**config.mk**
```make
export PLATFORM = sky130hd
export DESIGN_NAME = arb_dev_flat
export DESIGN_NICKNAME = d
export VERILOG_FILES = /design/src/arb_pkg.sv /design/src/arb_link_if.sv /design/src/arb_dev.sv /design/src/flat_wrapper.sv
export SDC_FILE = /design/constraint.sdc
export NUM_CORES = 1
export LEC_CHECK = 0
export ABC_CLOCK_PERIOD_IN_PS = 9600
export BUFFER_PORTS_ARGS = -buffer_cell sky130_fd_sc_hd__buf_4
export CAP_MARGIN = 0
export CORE_MARGIN = 5
export CORE_UTILIZATION = 61
export CTS_CLUSTER_DIAMETER = 120
export CTS_CLUSTER_SIZE = 12
export DETAILED_ROUTE_END_ITERATION = 12
export PLACE_DENSITY = 0.85
export SETUP_SLACK_MARGIN = 0.3
export SYNTH_ARGS = -nofsm -noshare
export SYNTH_HDL_FRONTEND = slang
export SYNTH_SLANG_ARGS = --single-unit
```
**constraint.sdc**
```tcl
create_clock -name clk_sys -period 9.6 [get_ports clk_sys]
set_input_delay 0.48 -clock clk_sys [delete_from_list [all_inputs] [get_ports clk_sys]]
set_output_delay 0.48 -clock clk_sys [all_outputs]
set_load 0.1 [all_outputs]
```
**src/arb_pkg.sv**
```systemverilog
// Package: shared constants and types for the bus arbitration control ends.
// Assumes: both ends run on one clock, clk_sys, at 50 MHz.
package arb_pkg;
    localparam int         NUM_MASTERS    = 5;
    localparam int         AD_WIDTH       = 32;
    localparam int         CBE_WIDTH      = 4;
    localparam logic [4:0] GNT_IDLE       = 5'h1f;
    localparam logic [7:0] DRAIN_CYCLES   = 8'h04;
    localparam logic [7:0] ACQUIRE_CYCLES = 8'h02;
    localparam logic [7:0] KEEPALIVE_HOLD = 8'h08;
    localparam logic [3:0] STOP_LIMIT     = 4'h8;
    localparam logic [1:0] DEVSEL_MEDIUM  = 2'h1;

    // Hold handshake sequence
    typedef enum logic [2:0] {
        HOLD_IDLE     = 3'b000,
        HOLD_DRAIN_WR = 3'b001,
        HOLD_DRAIN_PO = 3'b011,
        HOLD_ACQUIRE  = 3'b010,
        HOLD_GRANTED  = 3'b110
    } hold_state_t;
endpackage : arb_pkg

```
**src/arb_link_if.sv**
```systemverilog
// Interface: bus-side signals joining the host bridge end and the bus-party end.
// Assumes: the testbench resolves shared and open-drain lines from the enables.
`timescale 1ns/1ns
interface arb_link_if;
    logic [4:0]  req_n;
    logic [4:0]  gnt_n;
    logic [4:0]  gnt_oe;
    logic        bridge_hold_req_n;
    logic        bridge_hold_ack_n;
    logic        bridge_hold_ack_oe;
    logic        stop_dev_o;
    logic        stop_dev_oe;
    logic        stop_far_o;
    logic        stop_far_oe;
    logic        stop_n;
    logic        exclusive_dev_o;
    logic        exclusive_dev_oe;
    logic        exclusive_access_n;
    logic [31:0] ad_far_o;
    logic [3:0]  cbe_far_o;
    logic        par_far_o;
    logic        drive_far;
    logic [31:0] ad;
    logic [3:0]  cbe_n;
    logic        par;
    logic        mem_access;
    logic        devsel_dev_o;
    logic        devsel_dev_oe;
    logic        serr_dev_o;
    logic        serr_dev_oe;
    logic        keepalive_dev_o;
    logic        keepalive_dev_oe;
    logic        bus_clock_keepalive_n;

    modport dev (
        input  req_n, bridge_hold_req_n, stop_n, exclusive_access_n,
        input  ad, cbe_n, par, mem_access, bus_clock_keepalive_n, drive_far,
        output gnt_n, gnt_oe, bridge_hold_ack_n, bridge_hold_ack_oe,
        output stop_dev_o, stop_dev_oe, exclusive_dev_o, exclusive_dev_oe,
        output devsel_dev_o, devsel_dev_oe, serr_dev_o, serr_dev_oe,
        output keepalive_dev_o, keepalive_dev_oe
    );
    modport far (
        input  gnt_n, bridge_hold_ack_n, stop_n, exclusive_access_n, ad, cbe_n,
        input  devsel_dev_o, devsel_dev_oe, serr_dev_o, serr_dev_oe,
        output req_n, bridge_hold_req_n, stop_far_o, stop_far_oe,
        output ad_far_o, cbe_far_o, par_far_o, drive_far, mem_access
    );
endinterface : arb_link_if

```
**src/arb_dev.sv**
```systemverilog
// Host bridge end: arbitration, hold handshake, lock, parity check, error,
// clock keepalive and memory claim.
// Assumes: one clock; sys_rst acts at once on all pin enables.
`timescale 1ns/1ns
module arb_dev #(
    parameter int NUM_MASTERS = arb_pkg::NUM_MASTERS
) (
    input  wire logic clk_sys,
    input  wire logic sys_rst,
    arb_link_if.dev   link,
    input  wire logic cpu_lock_req,
    input  wire logic cpu_stop_req,
    input  wire logic clock_needed,
    output logic      wr_buf_empty,
    output logic      post_buf_empty,
    output logic      hold_active,
    output logic      parity_error
);

    ////////////////////////////////////////////////////////////////////////
    // State
    arb_pkg::hold_state_t hold_reg, hold_next;
    logic [7:0]           cnt_reg, cnt_next;
    logic [4:0]           gnt_reg, gnt_next;
    logic [2:0]           last_reg, last_next;
    logic                 lock_reg, lock_next;
    logic                 stop_reg, stop_next;
    logic [7:0]           keep_reg, keep_next;
    logic                 par_exp_reg, par_exp_next;
    logic                 chk_reg, chk_next;
    logic                 serr_reg, serr_next;
    logic [1:0]           dsel_reg, dsel_next;
    logic                 perr_reg, perr_next;
    logic                 out_en_reg;

    ////////////////////////////////////////////////////////////////////////
    // Hold handshake and arbitration next state
    always_comb begin
        logic [4:0] req;
        logic [2:0] idx;
        hold_next = hold_reg;
        cnt_next  = cnt_reg;
        gnt_next  = arb_pkg::GNT_IDLE;
        last_next = last_reg;
        req       = ~link.req_n;
        idx       = 3'h0;
        unique case (hold_reg)
            arb_pkg::HOLD_IDLE: begin
                if (!link.bridge_hold_req_n) begin
                    hold_next = arb_pkg::HOLD_DRAIN_WR;
                    cnt_next  = arb_pkg::DRAIN_CYCLES;
                end
            end
            arb_pkg::HOLD_DRAIN_WR: begin
                cnt_next = cnt_reg - 8'h01;
                if (cnt_reg == 8'h01) begin
                    hold_next = arb_pkg::HOLD_DRAIN_PO;
                    cnt_next  = arb_pkg::DRAIN_CYCLES;
                end
            end
            arb_pkg::HOLD_DRAIN_PO: begin
                cnt_next = cnt_reg - 8'h01;
                if (cnt_reg == 8'h01) begin
                    hold_next = arb_pkg::HOLD_ACQUIRE;
                    cnt_next  = arb_pkg::ACQUIRE_CYCLES;
                end
            end
            arb_pkg::HOLD_ACQUIRE: begin
                // Count stops at one so a late grant cannot wrap the wait
                if (cnt_reg != 8'h01) begin
                    cnt_next = cnt_reg - 8'h01;
                end
                if (cnt_reg == 8'h01 && gnt_reg == arb_pkg::GNT_IDLE) begin
                    hold_next = arb_pkg::HOLD_GRANTED;
                end
            end
            arb_pkg::HOLD_GRANTED: begin
                // Release when request drops; passive release keeps buffers drained
                if (link.bridge_hold_req_n) begin
                    hold_next = arb_pkg::HOLD_IDLE;
                end
            end
            default: hold_next = arb_pkg::HOLD_IDLE;
        endcase
        // Round robin, only when the hold path is idle; one grant at a time
        if (hold_reg == arb_pkg::HOLD_IDLE && link.bridge_hold_req_n) begin
            for (int i = 1; i <= NUM_MASTERS; i++) begin
                idx = 3'((int'(last_reg) + i) % NUM_MASTERS);
                if (req[idx] && gnt_next == arb_pkg::GNT_IDLE) begin
                    gnt_next       = arb_pkg::GNT_IDLE;
                    gnt_next[idx]  = 1'b0;
                    last_next      = idx;
                end
            end
            // Keep the current owner while it still requests
            if (gnt_reg != arb_pkg::GNT_IDLE && req[last_reg]) begin
                gnt_next           = arb_pkg::GNT_IDLE;
                gnt_next[last_reg] = 1'b0;
                last_next          = last_reg;
            end
        end
    end

    ////////////////////////////////////////////////////////////////////////
    // Lock, stop, keepalive, parity, error and claim next state
    always_comb begin
        lock_next = cpu_lock_req;
        // Lock only marks own cycles; other masters keep being granted
        if (!cpu_lock_req) begin
            lock_next = 1'b0;
        end
        stop_next    = cpu_stop_req;
        keep_next    = keep_reg;
        if (clock_needed) begin
            keep_next = arb_pkg::KEEPALIVE_HOLD;
        end else if (keep_reg != 8'h00) begin
            keep_next = keep_reg - 8'h01;
        end
        par_exp_next = ^{link.ad, link.cbe_n};
        chk_next     = link.drive_far;
        perr_next    = chk_reg && (link.par != par_exp_reg);
        serr_next    = perr_next;
        dsel_next    = 2'h0;
        if (link.mem_access) begin
            dsel_next = dsel_reg + 2'h1;
            if (dsel_reg == arb_pkg::DEVSEL_MEDIUM) begin
                dsel_next = dsel_reg;
            end
        end
    end

    ////////////////////////////////////////////////////////////////////////
    // Registers
    always_ff @(posedge clk_sys) begin
        if (sys_rst) begin
            hold_reg    <= arb_pkg::HOLD_IDLE;
            cnt_reg     <= 8'h00;
            gnt_reg     <= arb_pkg::GNT_IDLE;
            last_reg    <= 3'h0;
            lock_reg    <= 1'b0;
            stop_reg    <= 1'b0;
            keep_reg    <= 8'h00;
            par_exp_reg <= 1'b0;
            chk_reg     <= 1'b0;
            serr_reg    <= 1'b0;
            dsel_reg    <= 2'h0;
            perr_reg    <= 1'b0;
            out_en_reg  <= 1'b0;
        end else begin
            hold_reg    <= hold_next;
            cnt_reg     <= cnt_next;
            gnt_reg     <= gnt_next;
            last_reg    <= last_next;
            lock_reg    <= lock_next;
            stop_reg    <= stop_next;
            keep_reg    <= keep_next;
            par_exp_reg <= par_exp_next;
            chk_reg     <= chk_next;
            serr_reg    <= serr_next;
            dsel_reg    <= dsel_next;
            perr_reg    <= perr_next;
            out_en_reg  <= 1'b1;
        end
    end

    ////////////////////////////////////////////////////////////////////////
    // Pin drive; reset gates every enable at once
    logic en;
    assign en = out_en_reg && !sys_rst;
    assign link.gnt_n              = gnt_reg;
    assign link.gnt_oe             = {NUM_MASTERS{en}};
    assign link.bridge_hold_ack_n  = (hold_reg != arb_pkg::HOLD_GRANTED);
    assign link.bridge_hold_ack_oe = en;
    assign link.stop_dev_o         = 1'b0;
    assign link.stop_dev_oe        = en && stop_reg;
    assign link.exclusive_dev_o    = 1'b0;
    assign link.exclusive_dev_oe   = en && lock_reg;
    assign link.devsel_dev_o       = 1'b0;
    assign link.devsel_dev_oe      = en && dsel_reg == arb_pkg::DEVSEL_MEDIUM;
    assign link.serr_dev_o         = 1'b0;
    assign link.serr_dev_oe        = en && serr_reg;
    assign link.keepalive_dev_o    = 1'b0;
    assign link.keepalive_dev_oe   = en && keep_reg != 8'h00;
    assign wr_buf_empty   = hold_reg inside {arb_pkg::HOLD_DRAIN_PO, arb_pkg::HOLD_ACQUIRE,
                                             arb_pkg::HOLD_GRANTED};
    assign post_buf_empty = hold_reg inside {arb_pkg::HOLD_ACQUIRE, arb_pkg::HOLD_GRANTED};
    assign hold_active    = (hold_reg == arb_pkg::HOLD_GRANTED);
    assign parity_error   = perr_reg;

endmodule : arb_dev

```
**src/flat_wrapper.sv**
```systemverilog
// flat-port wrapper written by rule: the top's interface ports become plain ports
module arb_dev_flat 
#(
    parameter int NUM_MASTERS = arb_pkg::NUM_MASTERS
)
  (clk_sys, sys_rst, cpu_lock_req, cpu_stop_req, clock_needed, wr_buf_empty, post_buf_empty, hold_active, parity_error, link_req_n, link_bridge_hold_req_n, link_stop_n, link_exclusive_access_n, link_ad, link_cbe_n, link_par, link_mem_access, link_bus_clock_keepalive_n, link_drive_far, link_gnt_n, link_gnt_oe, link_bridge_hold_ack_n, link_bridge_hold_ack_oe, link_stop_dev_o, link_stop_dev_oe, link_exclusive_dev_o, link_exclusive_dev_oe, link_devsel_dev_o, link_devsel_dev_oe, link_serr_dev_o, link_serr_dev_oe, link_keepalive_dev_o, link_keepalive_dev_oe);
  arb_link_if link_i ();
  input  wire logic clk_sys;
  input  wire logic sys_rst;
  input  wire logic cpu_lock_req;
  input  wire logic cpu_stop_req;
  input  wire logic clock_needed;
  output logic wr_buf_empty;
  output logic post_buf_empty;
  output logic hold_active;
  output logic parity_error;
  input wire logic [$bits(link_i.req_n)-1:0] link_req_n;
  input wire logic [$bits(link_i.bridge_hold_req_n)-1:0] link_bridge_hold_req_n;
  input wire logic [$bits(link_i.stop_n)-1:0] link_stop_n;
  input wire logic [$bits(link_i.exclusive_access_n)-1:0] link_exclusive_access_n;
  input wire logic [$bits(link_i.ad)-1:0] link_ad;
  input wire logic [$bits(link_i.cbe_n)-1:0] link_cbe_n;
  input wire logic [$bits(link_i.par)-1:0] link_par;
  input wire logic [$bits(link_i.mem_access)-1:0] link_mem_access;
  input wire logic [$bits(link_i.bus_clock_keepalive_n)-1:0] link_bus_clock_keepalive_n;
  input wire logic [$bits(link_i.drive_far)-1:0] link_drive_far;
  output wire logic [$bits(link_i.gnt_n)-1:0] link_gnt_n;
  output wire logic [$bits(link_i.gnt_oe)-1:0] link_gnt_oe;
  output wire logic [$bits(link_i.bridge_hold_ack_n)-1:0] link_bridge_hold_ack_n;
  output wire logic [$bits(link_i.bridge_hold_ack_oe)-1:0] link_bridge_hold_ack_oe;
  output wire logic [$bits(link_i.stop_dev_o)-1:0] link_stop_dev_o;
  output wire logic [$bits(link_i.stop_dev_oe)-1:0] link_stop_dev_oe;
  output wire logic [$bits(link_i.exclusive_dev_o)-1:0] link_exclusive_dev_o;
  output wire logic [$bits(link_i.exclusive_dev_oe)-1:0] link_exclusive_dev_oe;
  output wire logic [$bits(link_i.devsel_dev_o)-1:0] link_devsel_dev_o;
  output wire logic [$bits(link_i.devsel_dev_oe)-1:0] link_devsel_dev_oe;
  output wire logic [$bits(link_i.serr_dev_o)-1:0] link_serr_dev_o;
  output wire logic [$bits(link_i.serr_dev_oe)-1:0] link_serr_dev_oe;
  output wire logic [$bits(link_i.keepalive_dev_o)-1:0] link_keepalive_dev_o;
  output wire logic [$bits(link_i.keepalive_dev_oe)-1:0] link_keepalive_dev_oe;
  assign link_i.req_n = link_req_n;
  assign link_i.bridge_hold_req_n = link_bridge_hold_req_n;
  assign link_i.stop_n = link_stop_n;
  assign link_i.exclusive_access_n = link_exclusive_access_n;
  assign link_i.ad = link_ad;
  assign link_i.cbe_n = link_cbe_n;
  assign link_i.par = link_par;
  assign link_i.mem_access = link_mem_access;
  assign link_i.bus_clock_keepalive_n = link_bus_clock_keepalive_n;
  assign link_i.drive_far = link_drive_far;
  assign link_gnt_n = link_i.gnt_n;
  assign link_gnt_oe = link_i.gnt_oe;
  assign link_bridge_hold_ack_n = link_i.bridge_hold_ack_n;
  assign link_bridge_hold_ack_oe = link_i.bridge_hold_ack_oe;
  assign link_stop_dev_o = link_i.stop_dev_o;
  assign link_stop_dev_oe = link_i.stop_dev_oe;
  assign link_exclusive_dev_o = link_i.exclusive_dev_o;
  assign link_exclusive_dev_oe = link_i.exclusive_dev_oe;
  assign link_devsel_dev_o = link_i.devsel_dev_o;
  assign link_devsel_dev_oe = link_i.devsel_dev_oe;
  assign link_serr_dev_o = link_i.serr_dev_o;
  assign link_serr_dev_oe = link_i.serr_dev_oe;
  assign link_keepalive_dev_o = link_i.keepalive_dev_o;
  assign link_keepalive_dev_oe = link_i.keepalive_dev_oe;
  arb_dev #(.NUM_MASTERS(NUM_MASTERS)) u_core (.clk_sys(clk_sys), .sys_rst(sys_rst), .link(link_i), .cpu_lock_req(cpu_lock_req), .cpu_stop_req(cpu_stop_req), .clock_needed(clock_needed), .wr_buf_empty(wr_buf_empty), .post_buf_empty(post_buf_empty), .hold_active(hold_active), .parity_error(parity_error));
endmodule
```
==> impl_metrics.toml, run 1 <==
[status]
status = "complete, no violations"

[clock_tree]
numCtsBuffers = 5
clk_pin_slew_worst_paths_ns = 0.07
tritoncts = "done"
cts.sinks = 35
cts_setup_buffers = 0
root_buffer = "clkbuf_8"
htreeDepth = 2
insertion_delay_ns = 0.29
cts_buffer_depth = 2
ctsHoldBuffers = 0
cts_resized = 0

[floorplan]
num_rows = 31
ios = 79
die_w_um = 95.2
die_h_um = 95.2
core_um2 = 7180
start_util = 0.617
die_area_um2 = 9060

[yosys]
yosysMostFrequentCell = "nor2_1"
ys_ff_latch = 35
async_flop_share = 0
ys_warn_count = 0
synth_edf_count = 0
synthesis.area_um2 = 4430
synth_top_area_share = 0.158
synthCells = 572
yosys-top-cells-count = "nor2_1 (53), xnor2_1 (45), dfxtp_1 (35)"
synth-main-ff-cell = "dfxtp_1"
ys_types = 85
ys_seq_area_frac = 0.158
synth.area.top_cells = "dfxtp_1 (16%), xnor2_1 (8.9%), ha_1 (8.8%), nor2_1 (4.5%), a21oi_1 (3.5%)"
syn_avg_cell_area_um2 = 7.74
yosys.area.top_type = "dfxtp_1"

[grt]
grt_max_degree = 41
grt_pass1_vias = 4208
antenna_found_initial = 0
overflow = 0
grt_use_total = 0.257
grt_pass1_wl_mm = 19.1

[routing]
dr.pass1.iters = 5
wl_per_cell_um = 16.2
vias = 4481
drt-total-wl_mm = 11.6
post-route-drc-count = 0
ant_nets = 0
viasPerCell = 6.26
drt_iter0_drc = 396

[power]
pwr-share-seq = 0.108
p_leak_nw = 2.09
netSwitchingFraction = 0.549
irDropWorstVdd_mv = 0.151
p_per_area_nw_per_um2 = 394
p_clk_frac = 0.070
power_frac_comb = 0.822
p_sw_mw = 1.09
p_int_uw = 892

[setup_path]
rr_startpoint = "u_core.last_reg[0]$_SDFFE_PP0P_"
cp-end-kind = "flop"
startpoint_type = "flop"
arrival_ns = 6.42
crit_start = "u_core.last_reg[0]$_SDFFE_PP0P_"
path_class = "flop to flop"
crit_path_max_fanout = 40
required_ns = 9.77

[cells_and_area]
nets = 700
area_delta_synth_final_pct = 13.4
drive_above_1_share = 0.175
multi_input_area_um2 = 3410
antennaDiodeCount = 0
regArea_um2 = 701
fillCellCount = 578

[placement]
routabilityCongestion = 0.995
port_buffers = 70
post-place-ws_ns = 3.60
hpwl_mm = 8.79

[timing]
drv_slew = 0
skew_ns = 0.00746
setup_viol = 0
rsz0062_at_grt = "no"
fmax_mhz = 160
fin_crit_sh = 0.651
max-slew-margin-rel = 0.329
min_period_ns = 6.25
finalSetupTns_ns = 0
worst_pin_slew_ns = 0.999
worst_slack_ns = 3.35
hold_viol = 0

[flow_run]
drv_cap = 0

[worst_hold_path]
hold_class = "primary input to flop"
min_from = "clock_needed"
==> through the flow <==
| stage | hold WS (ns) | power, mW | util | instance area (µm²) | std cells |
|---|---|---|---|---|---|
| floorplan | 0.437 | 1.51 | - | 4440 | 576 |
| global placement | 0.443 | 1.76 | 0.683 | 4900 | 708 |
| detailed placement | 0.447 | 1.79 | 0.683 | 4900 | 708 |
| CTS | 0.366 | 1.94 | 0.700 | 5020 | 716 |
| global route | 0.360 | 2.12 | 0.700 | 5020 | 716 |
| finish | 0.371 | 1.98 | 0.700 | 5020 | 716 |
==> power by group through the flow <==
stage	registers [mW]	logic, mW	clock network, mW
floorplan	0.259	1.25	0
global placement	0.214	1.55	0
detailed placement	0.216	1.58	0
CTS	0.213	1.59	0.140
global route	0.218	1.76	0.147
finish	0.214	1.63	0.138
==> cells by family (layout without fill, tap and decap cells) <==
logic type,count (synthesis),in the layout,synth area share
xor+xnor,61,61,0.128
buf+inv,73,114,0.0749
simple gates,192,192,0.229
mux,20,20,0.0478
flops,35,35,0.158
other cells,1,5,0.000847
fa+ha+maj,31,31,0.0876
compound gates,159,159,0.274
==> critical path, stage by stage, from the launching register on <==
cell	delay (ns)
dfxtp_1	0.30
buf_4	0.26
inv_1	0.55
ha_1	0.66
xor2_2	0.25
ha_1	0.29
nor2_1	0.20
a21oi_1	0.11
xnor2_1	0.23
inv_1	0.14
ha_1	0.21
inv_1	0.13
nor2_1	0.09
o31ai_4	0.28
xnor2_2	0.26
mux2i_1	0.22
a21oi_1	0.31
a311oi_4	0.17
nor3_1	0.85
nand4_1	0.19
a311o_1	0.41
==> layout make-up <==
class / count / area share
Sequential cell: 35 / 0.140
Clock inverter: 2 / 0.00698
Clock buffer: 6 / 0.0164
Timing Repair Buffer: 72 / 0.108
Tap cell: 99 / 0.0247
Inverter: 34 / 0.0254
Multi-Input combinational cell: 468 / 0.679
==> cells in the final DEF, fill, tap and decap left out, drive strengths merged, types with 6 or more instances in the layout <==
master	instances
o22ai	8
or3	10
mux2	9
xnor2	47
nand2b	10
o211ai	7
nor4	6
a211oi	8
ha	31
nand3	7
a21oi	32
nand4	6
and2	8
xor2	14
nor2	53
nor3	17
o21ai	22
dfxtp	35
clkbuf	6
o31ai	10
nand2	30
inv	34
and3	7
nor2b	10
mux2i	11
buf	72
==> path summary, 6_finish.rpt <==
path	end	slack (ns)	cells past startpoint
max	u_core.link.gnt_n[2]$_SDFF_PP1_	3.35	20
min	u_core.keep_reg[0]$_SDFFE_PP0P_	0.37	2
max reg2reg	u_core.link.gnt_n[2]$_SDFF_PP1_	3.35	20
min reg2reg	u_core.serr_reg$_SDFF_PP0_	0.47	1
==> metal layers <==
layer,wire length [µm],up-vias,global-route usage
li1,-,2155,-
met1,4850,2063,0.340
met2,5630,226,0.434
met3,861,37,0.0316
met4,287,0,0.0805
met5,0,-,0
Note: power is estimated with default switching activity, not from simulation.
==> inputs of run 2 (changes only) <==
Settings changed: ABC_CLOCK_PERIOD_IN_PS 9600 to 5000, CORE_UTILIZATION 61 to 52, PLACE_DENSITY 0.85 to 0.77.
Clock period 9.6 ns to 5 ns, I/O delays scaled along.
==> run 2 against run 1 <==
  * Clock skew increased by 0.0046 ns
  * Sequential power rose by 92%
  * Maximum frequency rose by 38%
  * Global-route usage is 3.1 points lower
  * Utilization shrank 5.0 points
  * First-iteration DRC count fell by 12%
  * Flip-flop and latch count is the same
  * Clock power rose by 86%
  * Register-to-register slack got worse by 2.9 ns
  * Non-clock buffer count is 27 higher
  * Critical path type unchanged
  * Highest routed layer unchanged
==> impl_metrics.toml, run 2 (synthesized netlist as in run 1, its figures left out) <==
[status]
status = "complete, no violations"

[placement]
routabilityCongestion = 0.934
hpwl_mm = 9.29
place_area_um2 = 4980
port_buffers = 70

[power]
p_clk_frac = 0.061
p_sw_mw = 2.25
p_per_area_nw_per_um2 = 790
p_leak_nw = 2.23
pwr-share-seq = 0.097
power_frac_comb = 0.842
netSwitchingFraction = 0.531
p_int_mw = 1.99
irDropWorstVdd_mv = 0.479

[cells_and_area]
fillCellCount = 721
final_cell_mix = "buf_4 (99), nor2_1 (52), xnor2_1 (44)"
antennaDiodeCount = 0
final_area_um2 = 5370
drive_above_1_share = 0.238
area_delta_synth_final_pct = 21.2
final_common_cell = "buf_4"
nets = 727

[grt]
grt_pass1_vias = 4211
grt_use_total = 0.226
grt_max_degree = 35
overflow = 0
grt_pass1_wl_mm = 19.5
antenna_found_initial = 0
grtUsageMet2 = 0.397
grtUsageMet1 = 0.276
busiest_layer = "met2"
use_met3 = 0.0273

[timing]
drv_slew = 0
setup_viol = 0
min_period_ns = 4.52
fmax_mhz = 221
worst_pin_slew_ns = 0.962
fin_crit_sh = 0.904
skew_ns = 0.0120
finalSetupTns_ns = 0
max-slew-margin-rel = 0.348
rsz0062_at_grt = "no"
hold_viol = 0

[worst_hold_path]
min_from = "clock_needed"
hold_class = "primary input to flop"

[clock_tree]
root_buffer = "clkbuf_8"
numCtsBuffers = 5
cts.sinks = 35
clk_pin_slew_worst_paths_ns = 0.07
cts_buffer_depth = 2
ctsHoldBuffers = 0
htreeDepth = 2
tritoncts = "done"
insertion_delay_ns = 0.30

[routing]
ant_nets = 0
viasPerCell = 6.10
wl_per_cell_um = 16.2
post-route-drc-count = 0
drt-total-wl_mm = 12.2
drt_iter0_drc = 350
vias = 4571
dr.pass1.iters = 6

[setup_path]
r2r_slack_ns = 0.48
required_ns = 5.21
path_class = "flop to flop"
r2r-end = "u_core.last_reg[1]$_SDFFE_PP0P_"
cp-end-kind = "flop"
cp-endpoint = "u_core.last_reg[1]$_SDFFE_PP0P_"
arrival_ns = 4.73
reg2reg_depth = 19
crit_start = "u_core.last_reg[1]$_SDFFE_PP0P_"
startpoint_type = "flop"
crit_path_max_fanout = 7
rr_startpoint = "u_core.last_reg[1]$_SDFFE_PP0P_"

[floorplan]
die_area_um2 = 10500
die_w_um = 102
die_h_um = 102
start_util = 0.536
num_rows = 33
core_um2 = 8260
ios = 79

[flow_run]
drv_cap = 0
## run 2: worst min-delay path by stage
stage,endpoint,cells past startpoint
floorplan,u_core.keep_reg[0]$_SDFFE_PP0P_,1
detailed placement,u_core.keep_reg[0]$_SDFFE_PP0P_,2
global route,u_core.keep_reg[1]$_SDFFE_PP0P_,2
finish,u_core.keep_reg[0]$_SDFFE_PP0P_,2
CTS,u_core.keep_reg[0]$_SDFFE_PP0P_,2
global placement,u_core.serr_reg$_SDFF_PP0_,1
## run 2: timing repair
action | in CTS | in global routing
gates resized for setup | 4 | 21
setup buffers | 1 | 19
pin swaps | 1 | 9
setup endpoints to repair | 7 | 8
## run 2: final cells by class
| type | instances | area [µm²] | area share |
|---|---|---|---|
| multi-input cells | 468 | 3540 | 0.660 |
| repair buffers | 99 | 743 | 0.139 |
| flip-flops and latches | 35 | 703 | 0.131 |
| inverters | 34 | 135 | 0.0252 |
| well taps | 105 | 131 | 0.0245 |
| clock buffers | 5 | 68.8 | 0.0128 |
| clock inverters | 3 | 43.8 | 0.00816 |
## run 2: critical path, stage by stage, from the launching register on
cell and delay [ns]:
dfxtp_2 0.36, clkinvlp_4 0.18, ha_4 0.36, clkinvlp_4 0.10
ha_1 0.22, nor2_2 0.14, a21oi_1 0.10, xnor2_1 0.18
inv_1 0.09, ha_1 0.21, inv_2 0.08, nor2_1 0.07
o31ai_4 0.40, xnor2_4 0.18, mux2_2 0.38, a221oi_4 0.38
nand2_2 0.15, mux2_1 0.35, mux2_2 0.29, a211oi_2 0.21
## run 2: per-stage QoR
step,utilization,setup slack [ns],hold slack [ns],total power [mW],std cells
floorplan,-,0.335,0.327,2.92,576
global placement,0.603,0.261,0.439,3.49,721
detailed placement,0.603,0.188,0.449,3.57,721
CTS,0.620,0.327,0.144,3.88,730
global route,0.650,0.254,0.140,4.56,749
finish,0.650,0.482,0.147,4.24,749
## run 2: power by group through the flow
stage,sequential [mW],clock (mW),combinational [mW]
CTS,0.406,0.261,3.22
finish,0.411,0.257,3.57
floorplan,0.498,0,2.43
detailed placement,0.412,0,3.16
global route,0.420,0.276,3.86
global placement,0.409,0,3.08
## run 2: layer usage
metal	vias to the layer above	part of all wire	wire length (µm)
met1	2123	0.41	5050
met2	197	0.50	6030
li1	2217	-	-
met5	-	0	0
met4	0	0.032	385
met3	34	0.057	699
==> inputs of run 3 (changes only) <==
Settings changed: ABC_AREA from default to 1, PLACE_DENSITY 0.77 to 0.78.
==> run 3 against run 2 <==
  * Routed wire length down 23%
  * Via count down 12%
  * Final area down 12%
  * First-iteration DRC count down 44%
  * Synthesized cell count up 11%
==> impl_metrics.toml, run 3 <==
[status]
status = "complete, no violations"

[setup_path]
required_ns = 5.16
arrival_ns = 4.36
cp-end-kind = "flop"
startpoint_type = "flop"
crit_path_max_fanout = 10
crit_top_cell = "nand2_1"
path_delay_family = "simple AND/OR/NAND/NOR gates"
crit_start = "u_core.last_reg[1]$_SDFFE_PP0P_"
rr_startpoint = "u_core.last_reg[1]$_SDFFE_PP0P_"
path_class = "flop to flop"
crit_buf_inv = 4
slowest_stage = "dfxtp_1"
cp_slowest_stage_delay_ns = 0.58

[yosys]
yosys-top-cells-count = "nand2_1 (127), inv_1 (102), nor2_1 (63)"
synthCells = 634
yosys.area.top_type = "dfxtp_1"
ys_seq_area_frac = 0.172
synth_edf_count = 0
async_flop_share = 0
ys_warn_count = 0
synthesis.area_um2 = 4070
synth-main-ff-cell = "dfxtp_1"
ys_ff_latch = 35
syn_avg_cell_area_um2 = 6.42
ys_types = 48
synth.area.top_cells = "dfxtp_1 (17%), nand2_1 (12%), ha_1 (9.5%), inv_1 (9.4%), nand3_1 (6.0%)"
yosysMostFrequentCell = "nand2_1"
synth_top_area_share = 0.172

[floorplan]
start_util = 0.530
die_h_um = 98.5
die_area_um2 = 9700
core_um2 = 7690
ios = 79
num_rows = 32
die_w_um = 98.5

[placement]
port_buffers = 70
routabilityCongestion = 0.923
hpwl_mm = 7.72

[clock_tree]
root_buffer = "clkbuf_8"
numCtsBuffers = 5
cts_buffer_depth = 2
clk_pin_slew_worst_paths_ns = 0.07
ctsHoldBuffers = 0
tritoncts = "done"
cts_setup_buffers = 0
cts_resized = 0
cts.sinks = 35
htreeDepth = 2
insertion_delay_ns = 0.29

[timing]
drv_slew = 0
max-slew-margin-rel = 0.619
min_period_ns = 4.20
worst_pin_slew_ns = 0.557
finalSetupTns_ns = 0
setup_viol = 0
fmax_mhz = 238
skew_ns = 0.00396
hold_viol = 0
rsz0062_at_grt = "no"
fin_crit_sh = 0.840

[cells_and_area]
drive_above_1_share = 0.211
final_cell_mix = "nand2_1 (127), inv_1 (102), buf_4 (72)"
nets = 784
fin_util = 0.614
final_common_cell = "nand2_1"
antennaDiodeCount = 0
multi_input_area_um2 = 2840
area_delta_synth_final_pct = 15.8
fillCellCount = 736
regArea_um2 = 701

[routing]
dr.pass1.iters = 5
post-route-drc-count = 0
viasPerCell = 5.00
ant_nets = 0
drt_iter0_drc = 195
vias = 4011
wl_per_cell_um = 11.7
drt-total-wl_mm = 9.37

[grt]
grt_max_degree = 22
overflow = 0
grt_pass1_vias = 3857
grt_use_total = 0.192
antenna_found_initial = 0
grt_pass1_wl_mm = 16.1

[flow_run]
drv_cap = 0

[worst_hold_path]
hold_class = "primary input to flop"
min_from = "link_par"
-- run 3: changes by cell type after synthesis, moves of 10 or more --
cell,change
nand2b_1,-10
inv_1,+69
mux2i_1,-11
nor2_1,+10
nand3_1,+42
xnor2_1,-21
nand2_1,+98
nor2b_1,-10
nand2_2,+17
xor2_1,+10
clkbuf_1,-14
-- run 3: metal layers --
metal,share of wire,track usage,vias up
met5,0,0,-
met4,0.012,0.0399,0
met3,0.054,0.0410,15
met2,0.48,0.336,112
met1,0.46,0.243,1769
li1,-,-,2115
-- run 3: cell type report --
class / count / share of cell area
well taps: 102 / 0.0271
flip-flops and latches: 35 / 0.149
multi-input cells: 473 / 0.601
inverters: 113 / 0.0912
clock inverters: 1 / 0.00106
clock buffers: 7 / 0.0162
repair buffers: 72 / 0.115
-- run 3: final timing paths --
| kind | cells after the start | slack, ns | endpoint |
|---|---|---|---|
| setup / recovery | 26 | 0.80 | u_core.link.gnt_n[4]$_SDFF_PP1_ |
| setup reg to reg | 26 | 0.80 | u_core.link.gnt_n[4]$_SDFF_PP1_ |
| hold / removal | 2 | 0.15 | u_core.serr_reg$_SDFF_PP0_ |
| hold reg to reg | 1 | 0.44 | u_core.serr_reg$_SDFF_PP0_ |
-- run 3: logic make-up (layout without fill, tap and decap cells) --
family | Yosys count | count (layout) | synth area share
AOI/OAI and AO/OA | 80 | 80 | 0.126
xor gates and xnor gates | 47 | 47 | 0.101
adders and majority gates | 31 | 31 | 0.0952
buffers and inverters | 130 | 193 | 0.135
DFF | 35 | 35 | 0.172
other | 1 | 5 | 0.000921
and+or+nand+nor | 310 | 310 | 0.370
-- run 3: worst register-to-register path, stage by stage (launching register included) --
cell,delay [ns]
dfxtp_1,0.58
inv_1,0.11
ha_1,0.50
inv_1,0.23
ha_1,0.23
inv_1,0.07
nand4_1,0.15
nand2_1,0.10
nand2_1,0.05
nand2_1,0.13
ha_1,0.19
inv_1,0.06
or2_2,0.30
nand2_4,0.10
nand2_2,0.07
nand2_1,0.07
nand2_1,0.10
nor2_2,0.15
nand2_2,0.08
nor2_4,0.10
nor2_4,0.07
nand2_8,0.10
nand3_4,0.10
nor2_4,0.16
nand2_1,0.09
nand4_1,0.11
nand3_1,0.08
-- run 3: metrics by stage --
step / worst slack [ns] / cell area [µm²] / hold WS [ns] / cells
floorplan: 0.500 / 4090 / 0.344 / 638
global placement: 0.995 / 4640 / 0.430 / 795
detailed placement: 0.864 / 4640 / 0.434 / 795
CTS: 0.832 / 4720 / 0.141 / 803
global route: 0.352 / 4720 / 0.128 / 803
finish: 0.802 / 4720 / 0.145 / 803
Power of run 3 is left out: the tool's default activity adds up to more than one toggle a clock period on the data nets, which glitch-free logic cannot reach.
